`src/design/asc_pkg.sv`:
```
// Constants, state encoding and access-length lookup for the serial command port.
// Assumes a single 100 MHz system clock domain; serial pins are sampled as synchronous inputs.
package asc_pkg;

   // ----------------------------------------------------------------------
   // Command byte layout
   // ----------------------------------------------------------------------
   localparam int          CMD_W          = 8;
   localparam int          CMD_GATE_BIT   = 7;
   localparam int          CMD_READ_BIT   = 6;
   localparam int          CMD_SEL_HI     = 5;
   localparam int          CMD_SEL_LO     = 3;
   localparam int          CMD_CONT_BIT   = 2;
   localparam logic [7:0]  CMD_RESET      = 8'h00;
   localparam logic [7:0]  CMD_CONT_ENTER = 8'h5c;
   localparam logic [7:0]  CMD_CONT_EXIT  = 8'h58;
   localparam logic [2:0]  CMD_LAST_BIT   = 3'h7;

   // ----------------------------------------------------------------------
   // Register select codes and access widths
   // ----------------------------------------------------------------------
   localparam int          SEL_W          = 3;
   localparam logic [2:0]  SEL_CMD_STATUS = 3'h0;
   localparam logic [2:0]  SEL_MODE       = 3'h1;
   localparam logic [2:0]  SEL_CONFIG     = 3'h2;
   localparam logic [2:0]  SEL_RESULT     = 3'h3;
   localparam logic [2:0]  SEL_IDENT      = 3'h4;
   localparam logic [2:0]  SEL_IO         = 3'h5;
   localparam logic [2:0]  SEL_OFFSET     = 3'h6;
   localparam logic [2:0]  SEL_FULLSCALE  = 3'h7;
   localparam int          DATA_W         = 24;
   localparam logic [4:0]  LEN_8          = 5'h08;
   localparam logic [4:0]  LEN_16         = 5'h10;
   localparam logic [4:0]  LEN_24         = 5'h18;
   localparam logic [4:0]  LEN_ONE        = 5'h01;
   localparam logic [2:0]  BYTE_LAST_BIT  = 3'h7;

   // ----------------------------------------------------------------------
   // Recovery sequence and buffering
   // ----------------------------------------------------------------------
   localparam logic [5:0]  ONES_RESET     = 6'h20;
   localparam int          WFIFO_W        = SEL_W + CMD_W;
   localparam int          WFIFO_DEPTH    = 16;

   typedef enum logic [3:0] {
      ASC_IDLE  = 4'h1,
      ASC_WRITE = 4'h2,
      ASC_READ  = 4'h4,
      ASC_CONT  = 4'h8
   } asc_state_t;

   function automatic logic [4:0] asc_access_len(input logic [2:0] sel);
      logic [4:0] len;
      len = LEN_8;
      case (sel)
         SEL_MODE, SEL_CONFIG:                   len = LEN_16;
         SEL_RESULT, SEL_OFFSET, SEL_FULLSCALE:  len = LEN_24;
         default:                                len = LEN_8;
      endcase
      return len;
   endfunction

endpackage

```
`src/design/asc_fifo.sv`:
```
// Synchronous FIFO with valid/ready on both sides.
// Assumes one clock; full and empty are exact, and a push into a full FIFO is refused.
`timescale 1ns/10ps
`default_nettype none
module asc_fifo #(
   parameter int W     = 11,
   parameter int DEPTH = 16
) (
   input  wire logic         clk_sys,
   input  wire logic         rst_n,
   input  wire logic         in_valid,
   output logic              in_ready,
   input  wire logic [W-1:0] in_data,
   output logic              out_valid,
   input  wire logic         out_ready,
   output logic [W-1:0]      out_data
);
   localparam int AW = $clog2(DEPTH);

   typedef struct packed {
      logic [DEPTH-1:0][W-1:0] mem;
      logic [AW:0]             wr_ptr;
      logic [AW:0]             rd_ptr;
   } asc_fifo_t;

   asc_fifo_t q;
   asc_fifo_t next_q;
   logic      full;
   logic      empty;

   assign empty     = (q.wr_ptr == q.rd_ptr);
   assign full      = (q.wr_ptr[AW-1:0] == q.rd_ptr[AW-1:0]) && (q.wr_ptr[AW] != q.rd_ptr[AW]);
   assign in_ready  = !full;
   assign out_valid = !empty;
   assign out_data  = q.mem[q.rd_ptr[AW-1:0]];

   always_comb
   begin
      next_q = q;
      if (in_valid && !full)
      begin
         next_q.mem[q.wr_ptr[AW-1:0]] = in_data;
         next_q.wr_ptr = q.wr_ptr + 1'b1;
      end
      if (out_ready && !empty)
      begin
         next_q.rd_ptr = q.rd_ptr + 1'b1;
      end
   end

   always_ff @(posedge clk_sys or negedge rst_n)
   begin
      if (!rst_n)
      begin
         q <= '0;
      end
      else
      begin
         q <= next_q;
      end
   end
endmodule
`default_nettype wire

```
`src/design/asc_serial_cmd.sv`:
```
// Command decoder of a converter's three-wire serial port (serial clock, data in, data out).
// Assumes serial pins are synchronous to clk_sys, sampled at well over twice the serial clock rate,
// and that the register side holds rd_data valid in the cycle before rd_req is high, as it is captured on the edge that raises rd_req.
`timescale 1ns/10ps
`default_nettype none
module asc_serial_cmd
   import asc_pkg::*;
(
   input  wire logic              clk_sys,
   input  wire logic              rst_n,
   input  wire logic              sclk,
   input  wire logic              din,
   output logic                   dout,
   input  wire logic              conv_done_n,
   output logic [SEL_W-1:0]       reg_select,
   output logic                   reg_read,
   output logic                   continuous_result_bit,
   output logic                   rd_req,
   input  wire logic [DATA_W-1:0] rd_data,
   output logic                   wr_valid,
   input  wire logic              wr_ready,
   output logic [SEL_W-1:0]       wr_sel,
   output logic [CMD_W-1:0]       wr_data,
   output logic                   wr_lost,
   output logic                   part_reset,
   output logic                   port_idle
);

   // ----------------------------------------------------------------------
   // State
   // ----------------------------------------------------------------------
   typedef struct packed {
      asc_state_t          st;
      logic                sclk_d;
      logic [CMD_W-1:0]    command_byte;
      logic [CMD_W-2:0]    cmd_sh;
      logic [2:0]          cmd_cnt;
      logic [5:0]          ones;
      logic [4:0]          bit_cnt;
      logic [4:0]          bit_len;
      logic [DATA_W-1:0]   shreg;
      logic [CMD_W-1:0]    wbyte;
      logic [2:0]          wbit;
      logic                dout;
      logic                rd_req;
      logic                part_reset;
      logic                wr_lost;
      logic                streamed;
      logic                streaming;
   } asc_cmd_t;

   asc_cmd_t          q;
   asc_cmd_t          next_q;
   logic              rise;
   logic              fall;
   logic              push;
   logic              push_ready;
   logic [CMD_W-1:0]  full_cmd;
   logic [WFIFO_W-1:0] push_data;
   logic [WFIFO_W-1:0] pop_data;

   assign rise      = sclk && !q.sclk_d;
   assign fall      = !sclk && q.sclk_d;
   assign full_cmd  = {q.cmd_sh, din};

   // ----------------------------------------------------------------------
   // Write data buffer toward the register file
   // ----------------------------------------------------------------------
   // The host cannot be stalled mid-frame, so back-pressure shows as wr_lost.
   asc_fifo #(
      .W     (WFIFO_W),
      .DEPTH (WFIFO_DEPTH)
   ) u_wfifo (
      .clk_sys   (clk_sys),
      .rst_n     (rst_n),
      .in_valid  (push),
      .in_ready  (push_ready),
      .in_data   (push_data),
      .out_valid (wr_valid),
      .out_ready (wr_ready),
      .out_data  (pop_data)
   );

   assign wr_sel  = pop_data[WFIFO_W-1:CMD_W];
   assign wr_data = pop_data[CMD_W-1:0];

   always_comb
   begin
      push      = 1'b0;
      push_data = {q.command_byte[CMD_SEL_HI:CMD_SEL_LO], q.wbyte[CMD_W-2:0], din};
      if (q.st == ASC_WRITE && rise && q.wbit == BYTE_LAST_BIT)
      begin
         push = 1'b1;
      end
   end

   // ----------------------------------------------------------------------
   // Next state
   // ----------------------------------------------------------------------
   always_comb
   begin
      next_q            = q;
      next_q.sclk_d     = sclk;
      next_q.rd_req     = 1'b0;
      next_q.part_reset = 1'b0;

      // Command shifter, live in idle and in continuous reading.
      if (rise && (q.st == ASC_IDLE || q.st == ASC_CONT))
      begin
         if (q.cmd_cnt == 3'h0)
         begin
            if (!din)
            begin
               next_q.cmd_cnt = 3'h1;
               next_q.cmd_sh  = '0;
            end
         end
         else if (q.cmd_cnt == CMD_LAST_BIT)
         begin
            next_q.cmd_cnt = 3'h0;
            if (q.st == ASC_CONT)
            begin
               if (full_cmd == CMD_CONT_EXIT && !conv_done_n)
               begin
                  next_q.command_byte = full_cmd;
                  next_q.st           = ASC_IDLE;
               end
            end
            else
            begin
               next_q.command_byte = full_cmd;
               next_q.bit_cnt      = '0;
               next_q.bit_len      = asc_access_len(full_cmd[CMD_SEL_HI:CMD_SEL_LO]);
               next_q.wbit         = '0;
               if (full_cmd[CMD_READ_BIT])
               begin
                  if (full_cmd[CMD_SEL_HI:CMD_SEL_LO] == SEL_RESULT && full_cmd[CMD_CONT_BIT])
                  begin
                     next_q.st        = ASC_CONT;
                     next_q.streamed  = 1'b0;
                     next_q.streaming = 1'b0;
                  end
                  else
                  begin
                     next_q.st     = ASC_READ;
                     next_q.rd_req = 1'b1;
                     next_q.shreg  = rd_data << (LEN_24 - next_q.bit_len);
                  end
               end
               else if (full_cmd[CMD_SEL_HI:CMD_SEL_LO] != SEL_CMD_STATUS)
               begin
                  next_q.st      = ASC_WRITE;
                  next_q.wr_lost = 1'b0;
               end
            end
         end
         else
         begin
            next_q.cmd_sh  = {q.cmd_sh[CMD_W-3:0], din};
            next_q.cmd_cnt = q.cmd_cnt + 3'h1;
         end
      end

      case (q.st)
         ASC_WRITE:
         begin
            if (rise)
            begin
               next_q.wbyte   = {q.wbyte[CMD_W-2:0], din};
               next_q.wbit    = q.wbit + 3'h1;
               next_q.bit_cnt = q.bit_cnt + LEN_ONE;
               if (push && !push_ready)
               begin
                  next_q.wr_lost = 1'b1;
               end
               if (q.bit_cnt == q.bit_len - LEN_ONE)
               begin
                  next_q.st = ASC_IDLE;
               end
            end
         end
         ASC_READ:
         begin
            if (fall)
            begin
               next_q.dout  = q.shreg[DATA_W-1];
               next_q.shreg = {q.shreg[DATA_W-2:0], 1'b0};
            end
            if (rise)
            begin
               next_q.bit_cnt = q.bit_cnt + LEN_ONE;
               if (q.bit_cnt == q.bit_len - LEN_ONE)
               begin
                  next_q.st = ASC_IDLE;
               end
            end
         end
         ASC_CONT:
         begin
            // A new result is fetched once per low phase of conversion-done.
            if (conv_done_n)
            begin
               next_q.streamed = 1'b0;
            end
            else if (!q.streamed && !q.streaming)
            begin
               next_q.rd_req    = 1'b1;
               next_q.shreg     = rd_data;
               next_q.streamed  = 1'b1;
               next_q.streaming = 1'b1;
               next_q.bit_cnt   = '0;
            end
            if (q.streaming && fall)
            begin
               next_q.dout  = q.shreg[DATA_W-1];
               next_q.shreg = {q.shreg[DATA_W-2:0], 1'b0};
            end
            if (q.streaming && rise)
            begin
               next_q.bit_cnt = q.bit_cnt + LEN_ONE;
               if (q.bit_cnt == LEN_24 - LEN_ONE)
               begin
                  next_q.streaming = 1'b0;
               end
            end
         end
         default:
         begin
            next_q.dout = 1'b0;
         end
      endcase

      // Recovery: consecutive ones on the data input, counted in every state.
      if (rise)
      begin
         if (!din)
         begin
            next_q.ones = '0;
         end
         else if (q.ones == ONES_RESET - 6'h01)
         begin
            next_q            = '0;
            next_q.st         = ASC_IDLE;
            next_q.sclk_d     = sclk;
            next_q.part_reset = 1'b1;
         end
         else
         begin
            next_q.ones = q.ones + 6'h01;
         end
      end
   end

   always_ff @(posedge clk_sys or negedge rst_n)
   begin
      if (!rst_n)
      begin
         q        <= '0;
         q.st     <= ASC_IDLE;
         q.sclk_d <= 1'b0;
      end
      else
      begin
         q <= next_q;
      end
   end

   // ----------------------------------------------------------------------
   // Outputs
   // ----------------------------------------------------------------------
   assign dout                  = q.dout;
   assign reg_select            = q.command_byte[CMD_SEL_HI:CMD_SEL_LO];
   assign reg_read              = q.command_byte[CMD_READ_BIT];
   assign continuous_result_bit = q.command_byte[CMD_CONT_BIT];
   assign rd_req                = q.rd_req;
   assign wr_lost               = q.wr_lost;
   assign part_reset            = q.part_reset;
   assign port_idle             = (q.st == ASC_IDLE);

endmodule
`default_nettype wire

```
`config.mk`:
```
export PLATFORM = sky130hd
export DESIGN_NAME = asc_serial_cmd
export DESIGN_NICKNAME = d
export VERILOG_FILES = /design/src/design/asc_pkg.sv /design/src/design/asc_fifo.sv /design/src/design/asc_serial_cmd.sv
export SDC_FILE = /design/constraint.sdc
export NUM_CORES = 1
export LEC_CHECK = 0
export BUFFER_PORTS_ARGS = -buffer_cell sky130_fd_sc_hd__clkbuf_2
export CORE_MARGIN = 4
export CORE_UTILIZATION = 50
export DETAILED_ROUTE_END_ITERATION = 12
export GPL_TIMING_DRIVEN = 0
export PLACE_DENSITY = 0.78
export SYNTH_ARGS = -nofsm -noshare
export SYNTH_HDL_FRONTEND = slang
export SYNTH_HIERARCHICAL = 1
export SYNTH_SLANG_ARGS = --single-unit
```
`constraint.sdc`:
```
create_clock -name clk_sys -period 3.7 [get_ports clk_sys]
set_input_delay 1.11 -clock clk_sys [delete_from_list [all_inputs] [get_ports clk_sys]]
set_output_delay 1.11 -clock clk_sys [all_outputs]
set_load 0.05 [all_outputs]
```
## After elaboration in Yosys (flattened, before gate mapping)

Cells that the tools add are included.
Widths: inputs -> output; s select.

| storage, ports and cells | value |
|---|---|
| output and inout port bits | 22 |
| register bits after elaboration | 266 |

| cells by class | value |
|---|---|
| multiplexer cells | 89 |
| reductions and logical operators | 28 |
| magnitude comparators | 3 |
| equality and inequality tests | 18 |
| shifts and indexed selects | 1 |
| add/subtract/negate cells | 8 |

Operator list:

| cell | count |
|---|---|
| $bwmux 176 | 1 |
| $mux 24 | 6 |
| $mux 34 | 4 |
| $mux 51 | 2 |
| $mux 80 | 1 |
| $pmux 24 s2 | 1 |
| $mux 23 | 2 |
| $bmux 11 s4 | 1 |
| $demux 11 s4 | 1 |
| $mux 11 | 4 |
| $mux 4 | 11 |
| $mux 5 | 8 |
| $mux 8 | 4 |
| $mux 3 | 9 |
| $shl 24x5->24 | 1 |
| $mux 1 | 21 |
| $mux 10 | 2 |
| $pmux 5 s2 | 2 |
| $mux 18 | 1 |
| $add 5x1->5 const B | 3 |
| $logic_and 1x1->1 | 15 |
| $eq 3x3->1 const B | 4 |
| $mux 6 | 2 |
| $eq 5x5->1 | 2 |
| 26 further kinds | 39 |

## Depth between registers and ports, before layout

| depth | value |
|---|---|
| depth after elaboration | 22 |
| mapped depth | 10 |
| mapped depth without buffers | 7 |

## Hierarchy

The synthesis kept the hierarchy.

Modules (own cells, without submodules):

| module | sequential area each (um2) | instances | area each (um2) | cells each |
|---|---|---|---|---|
| asc_fifo | 4654.5 | 1 | 8719.6 | 589 |
| asc_serial_cmd | 1903.1 | 1 | 5165.0 | 591 |

## Worst setup path before layout

Ideal clock, no wire load.

| timing | value |
|---|---|
| kind | reg-to-output |
| start point | register u_wfifo/q[1] in the netlist's numbering |
| end point | output port wr_data[2] |
| buffers on the path | 3 |
| arrival | 2.443 ns |
| setup slack | 0.147 ns |
| stages on the path, launching flop included | 7 |
| required time | 2.590 ns |
| path through | dfrtp_1 buf_2 buf_2 buf_1 mux4_2 mux2i_1 o21ai_0 |

| between the ends | value |
|---|---|
| word-level cells in the longest chain between the ends | 2 |

RTL lines:

| what | RTL line | text |
|---|---|---|
| from (decl) | asc_fifo.sv:26 | `asc_fifo_t q;` |
| from (signal assigned) | asc_fifo.sv:59 | `q <= next_q;` |
| $bmux 11 s4 | asc_fifo.sv:35 | `assign out_data = q.mem[q.rd_ptr[AW-1:0]];` |
| $mux 11 (not written as such) | asc_fifo.sv:35 |  |
| to (decl) | asc_serial_cmd.sv:23 | `output logic [CMD_W-1:0] wr_data,` |

Every way passes these cells. The select of a mux whose other input is x is not followed.

## Worst setup path after layout

| timing | value |
|---|---|
| start point | register u_wfifo/q[0] in the netlist's numbering |
| end point | output port wr_sel[0] |

| between the ends | value |
|---|---|
| word-level cells in the longest chain between the ends | 2 |

RTL lines:

| what | RTL line | text |
|---|---|---|
| $bmux 11 s4 | asc_fifo.sv:35 |  |
| $mux 11 (not written as such) | asc_fifo.sv:35 |  |
| to (decl) | asc_serial_cmd.sv:22 | `output logic [SEL_W-1:0] wr_sel,` |

Every way passes these cells. The select of a mux whose other input is x is not followed.

==> impl_metrics.tcl <==
set metrics [dict create \
    core_area_mm2 0.0271 \
    highest_layer "met4" \
    root_buffer "clkbuf_16" \
    placed_area_mm2 0.0147 \
    cts_buffers 28 \
    synthesis.instances 1180 \
    antennaDiodeCount 0 \
    insertion_delay_ns 0.55 \
    netlist_area_mm2 0.0139 \
    reg2reg_to "u_wfifo/q[84]" \
    hp-start "q[56]" \
    clock_sinks 262 \
    worstPathRequired_ns 2.59 \
    ir_drop_mv 0.365 \
    place_congestion 0.909 \
    drive_above_1_share 0.311 \
    cts_tree "yes" \
    layout_setup_ws_ns 0.0569 \
    outcome "finished clean" \
    syn-num-nets 1223 \
    wl_met2_um 16400 \
    worstMarginPinSlew_ns 1.10 \
    synth_top_cell_by_area "dfrtp_1" \
    port_buffers 51 \
    gr-total-overflow 0 \
    wl_um 34900 \
    dr.pass1.iters 6 \
    finalSetupViolations 0 \
    wl_met3_um 2310 \
    dr.first_iter.drc_count 1056 \
    arrival_ns 2.53 \
    total_power_mw 7.80 \
    synth_xor_area_frac 0.0144 \
    cp-startpoint "u_wfifo/q[0]" \
    synth_mux_area_frac 0.237 \
    r2r_slack_ns 0.32 \
    utilization 0.584 \
    hold_depth 1 \
    via_count 10500 \
    synth.distinct_cells 74 \
    final_nets 1306 \
    ys_warn_count 6 \
    htreeDepth 1 \
    netlist_top_cells_area "dfrtp_1, mux2_2, mux4_2, mux2i_1, a32oi_1" \
    synth_simple_gate_area_frac 0.0864 \
    post_cts_buffers 0 \
    final_cell_mix "dfrtp_1, mux2_2, nand2_1, mux2i_1, a21oi_1" \
    synthArstFlopShare 1.00 \
    hold_violations 0 \
    finalSetupTns_ns 0 \
    area_delta_synth_final_pct 14.0 \
    dpl.hpwl_um 24100 \
    die_h_um 175 \
    ys_seq_area_frac 0.472 \
    viasPerCell 6.33 \
    rr_worst_depth 10 \
    period_share 0.985 \
    cp-end-kind "primary output" \
    avgSynthCellArea_um2 11.8 \
    synth_compound_area_frac 0.137 \
    path_class "register to primary output" \
    fmax_ghz 0.274 \
    yosys.area.top_type_share 0.470 \
    hold_path.class "register to register" \
    finish.instance_area_mm2 0.0158 \
    post-route-min-period_ns 3.64 \
    synth_top_family_by_area "multiplexers" \
    die_area_mm2 0.0305 \
    initial_core_util 0.512 \
    clkTransAtPathRegs_ns 0.06 \
    power.leakage_nw 7.11 \
    cp-start-kind "register" \
    grt_max_degree 94 \
    final_common_cell "dfrtp_1" \
    hold_buffers 0 \
    synthFlopType "dfrtp_1" \
    grt_usage 0.225 \
    hold_path_end "q[56]" \
    crit_path_max_fanout 10 \
    max_slew_margin 0.264 \
    grt_pass1_wl_um 56600 \
    grt_pass1_vias 10400 \
    place_ws_ns -0.350 \
    ys_seq_elements 262 \
    pin_count 52 \
    rows 60 \
    synth-edff-count 0 \
    avgRoutedWirePerCell_um 21.1 \
    drc 0 \
    r2r-start "q[79]" \
    met1_length_um 15300 \
    drv_slew 0 \
    die_w_um 175 \
    clockBufferDepth 3 \
    skew_ns 0.00744 \
    antenna_found_initial 0 \
    max_cap_viol_count 0 \
    p_per_area_mw_per_mm2 493 \
    synthAdderAreaFrac 0.0117 \
    ant_nets 0 \
]
[what timing repair did]
item,4_1_cts,5_1_grt
resized for setup,28,24
endpoints found under the setup margin,11,30
cloned,0,0
[synth_stat cells (22+ instances only)]
library cell and count:
dfrtp_1 261, mux2_2 178, nand2_1 59, a21oi_1 54, clkbuf_1 54, mux2i_1 54, nor2_1 46, o21ai_0 38
a32oi_1 35, a22oi_1 33, mux4_2 33, o221ai_1 33, nand3_1 30, buf_2 27, o22ai_1 25, nor3_1 22
[critical path, stage by stage, from the launching register on]
cell      delay, ns
dfrtp_1        0.39
buf_6          0.17
nor2b_1        0.19
clkbuf_2       0.38
a22oi_2        0.18
a32oi_1        0.27
o21ai_1        0.14
clkbuf_4       0.25
[kinds of logic after synthesis]
group / after synthesis
flip-flops: 262
multiplexers: 265
buffers and inverters: 121
AO/OA/AOI/OAI: 271
AND/OR/NAND/NOR: 226
adder cells (fa/ha/maj): 13
XOR/XNOR: 22
[per-stage QoR]
stage,std cells,hold WS (ns)
global route,1656,0.514
detailed placement,1605,0.479
CTS,1656,0.490
global placement,1603,0.468
finish,1656,0.486
floorplan,1180,0.444
[power by group]
group / switching [mW] / leakage [nW] / internal, mW
registers: 0.0703 / 3.58 / 2.93
logic: 1.14 / 3.02 / 0.616
clock network: 1.17 / 0.505 / 1.87
total: 2.38 / 7.11 / 5.41
[worst max path at each step]
| stage | to | slack (ns) | cells past startpoint |
|---|---|---|---|
| 6_report | wr_sel[0] | 0.06 | 7 |
| 3_3_place_gp | u_wfifo/q[87] | -3.80 | 1 |
| 3_5_place_dp | u_wfifo/q[79] | -0.35 | 11 |
| 4_1_cts | wr_data[1] | -0.04 | 7 |
| 5_1_grt | wr_data[2] | -0.04 | 7 |
| 2_1_floorplan | wr_data[2] | 0.15 | 6 |
[flip-flops by register name, indices dropped and copies added (netlist names)]
name	flops
q	53
part_reset	1
u_wfifo/q	186
push_data	7
rd_req	1
continuous_result_bit	1
reg_read	1
reg_select	3
wr_lost	1
dout	1
full_cmd	7
[layout make-up]
class	instances	area [µm²]
Fill cell	2139	11300
Multi-Input combinational cell	797	6810
Sequential cell	262	6560
Clock buffer	36	791
Buffer	108	578
Tap cell	372	465
Timing Repair Buffer	53	337
Clock inverter	15	239
Inverter	13	48.8
[routing by layer]
layer	vias up	global-route usage
li1	4670	-
met1	5287	0.325
met2	458	0.360
met3	69	0.0353
met4	0	0.0596
met5	-	0
Note: power is estimated with default switching activity, not from simulation.
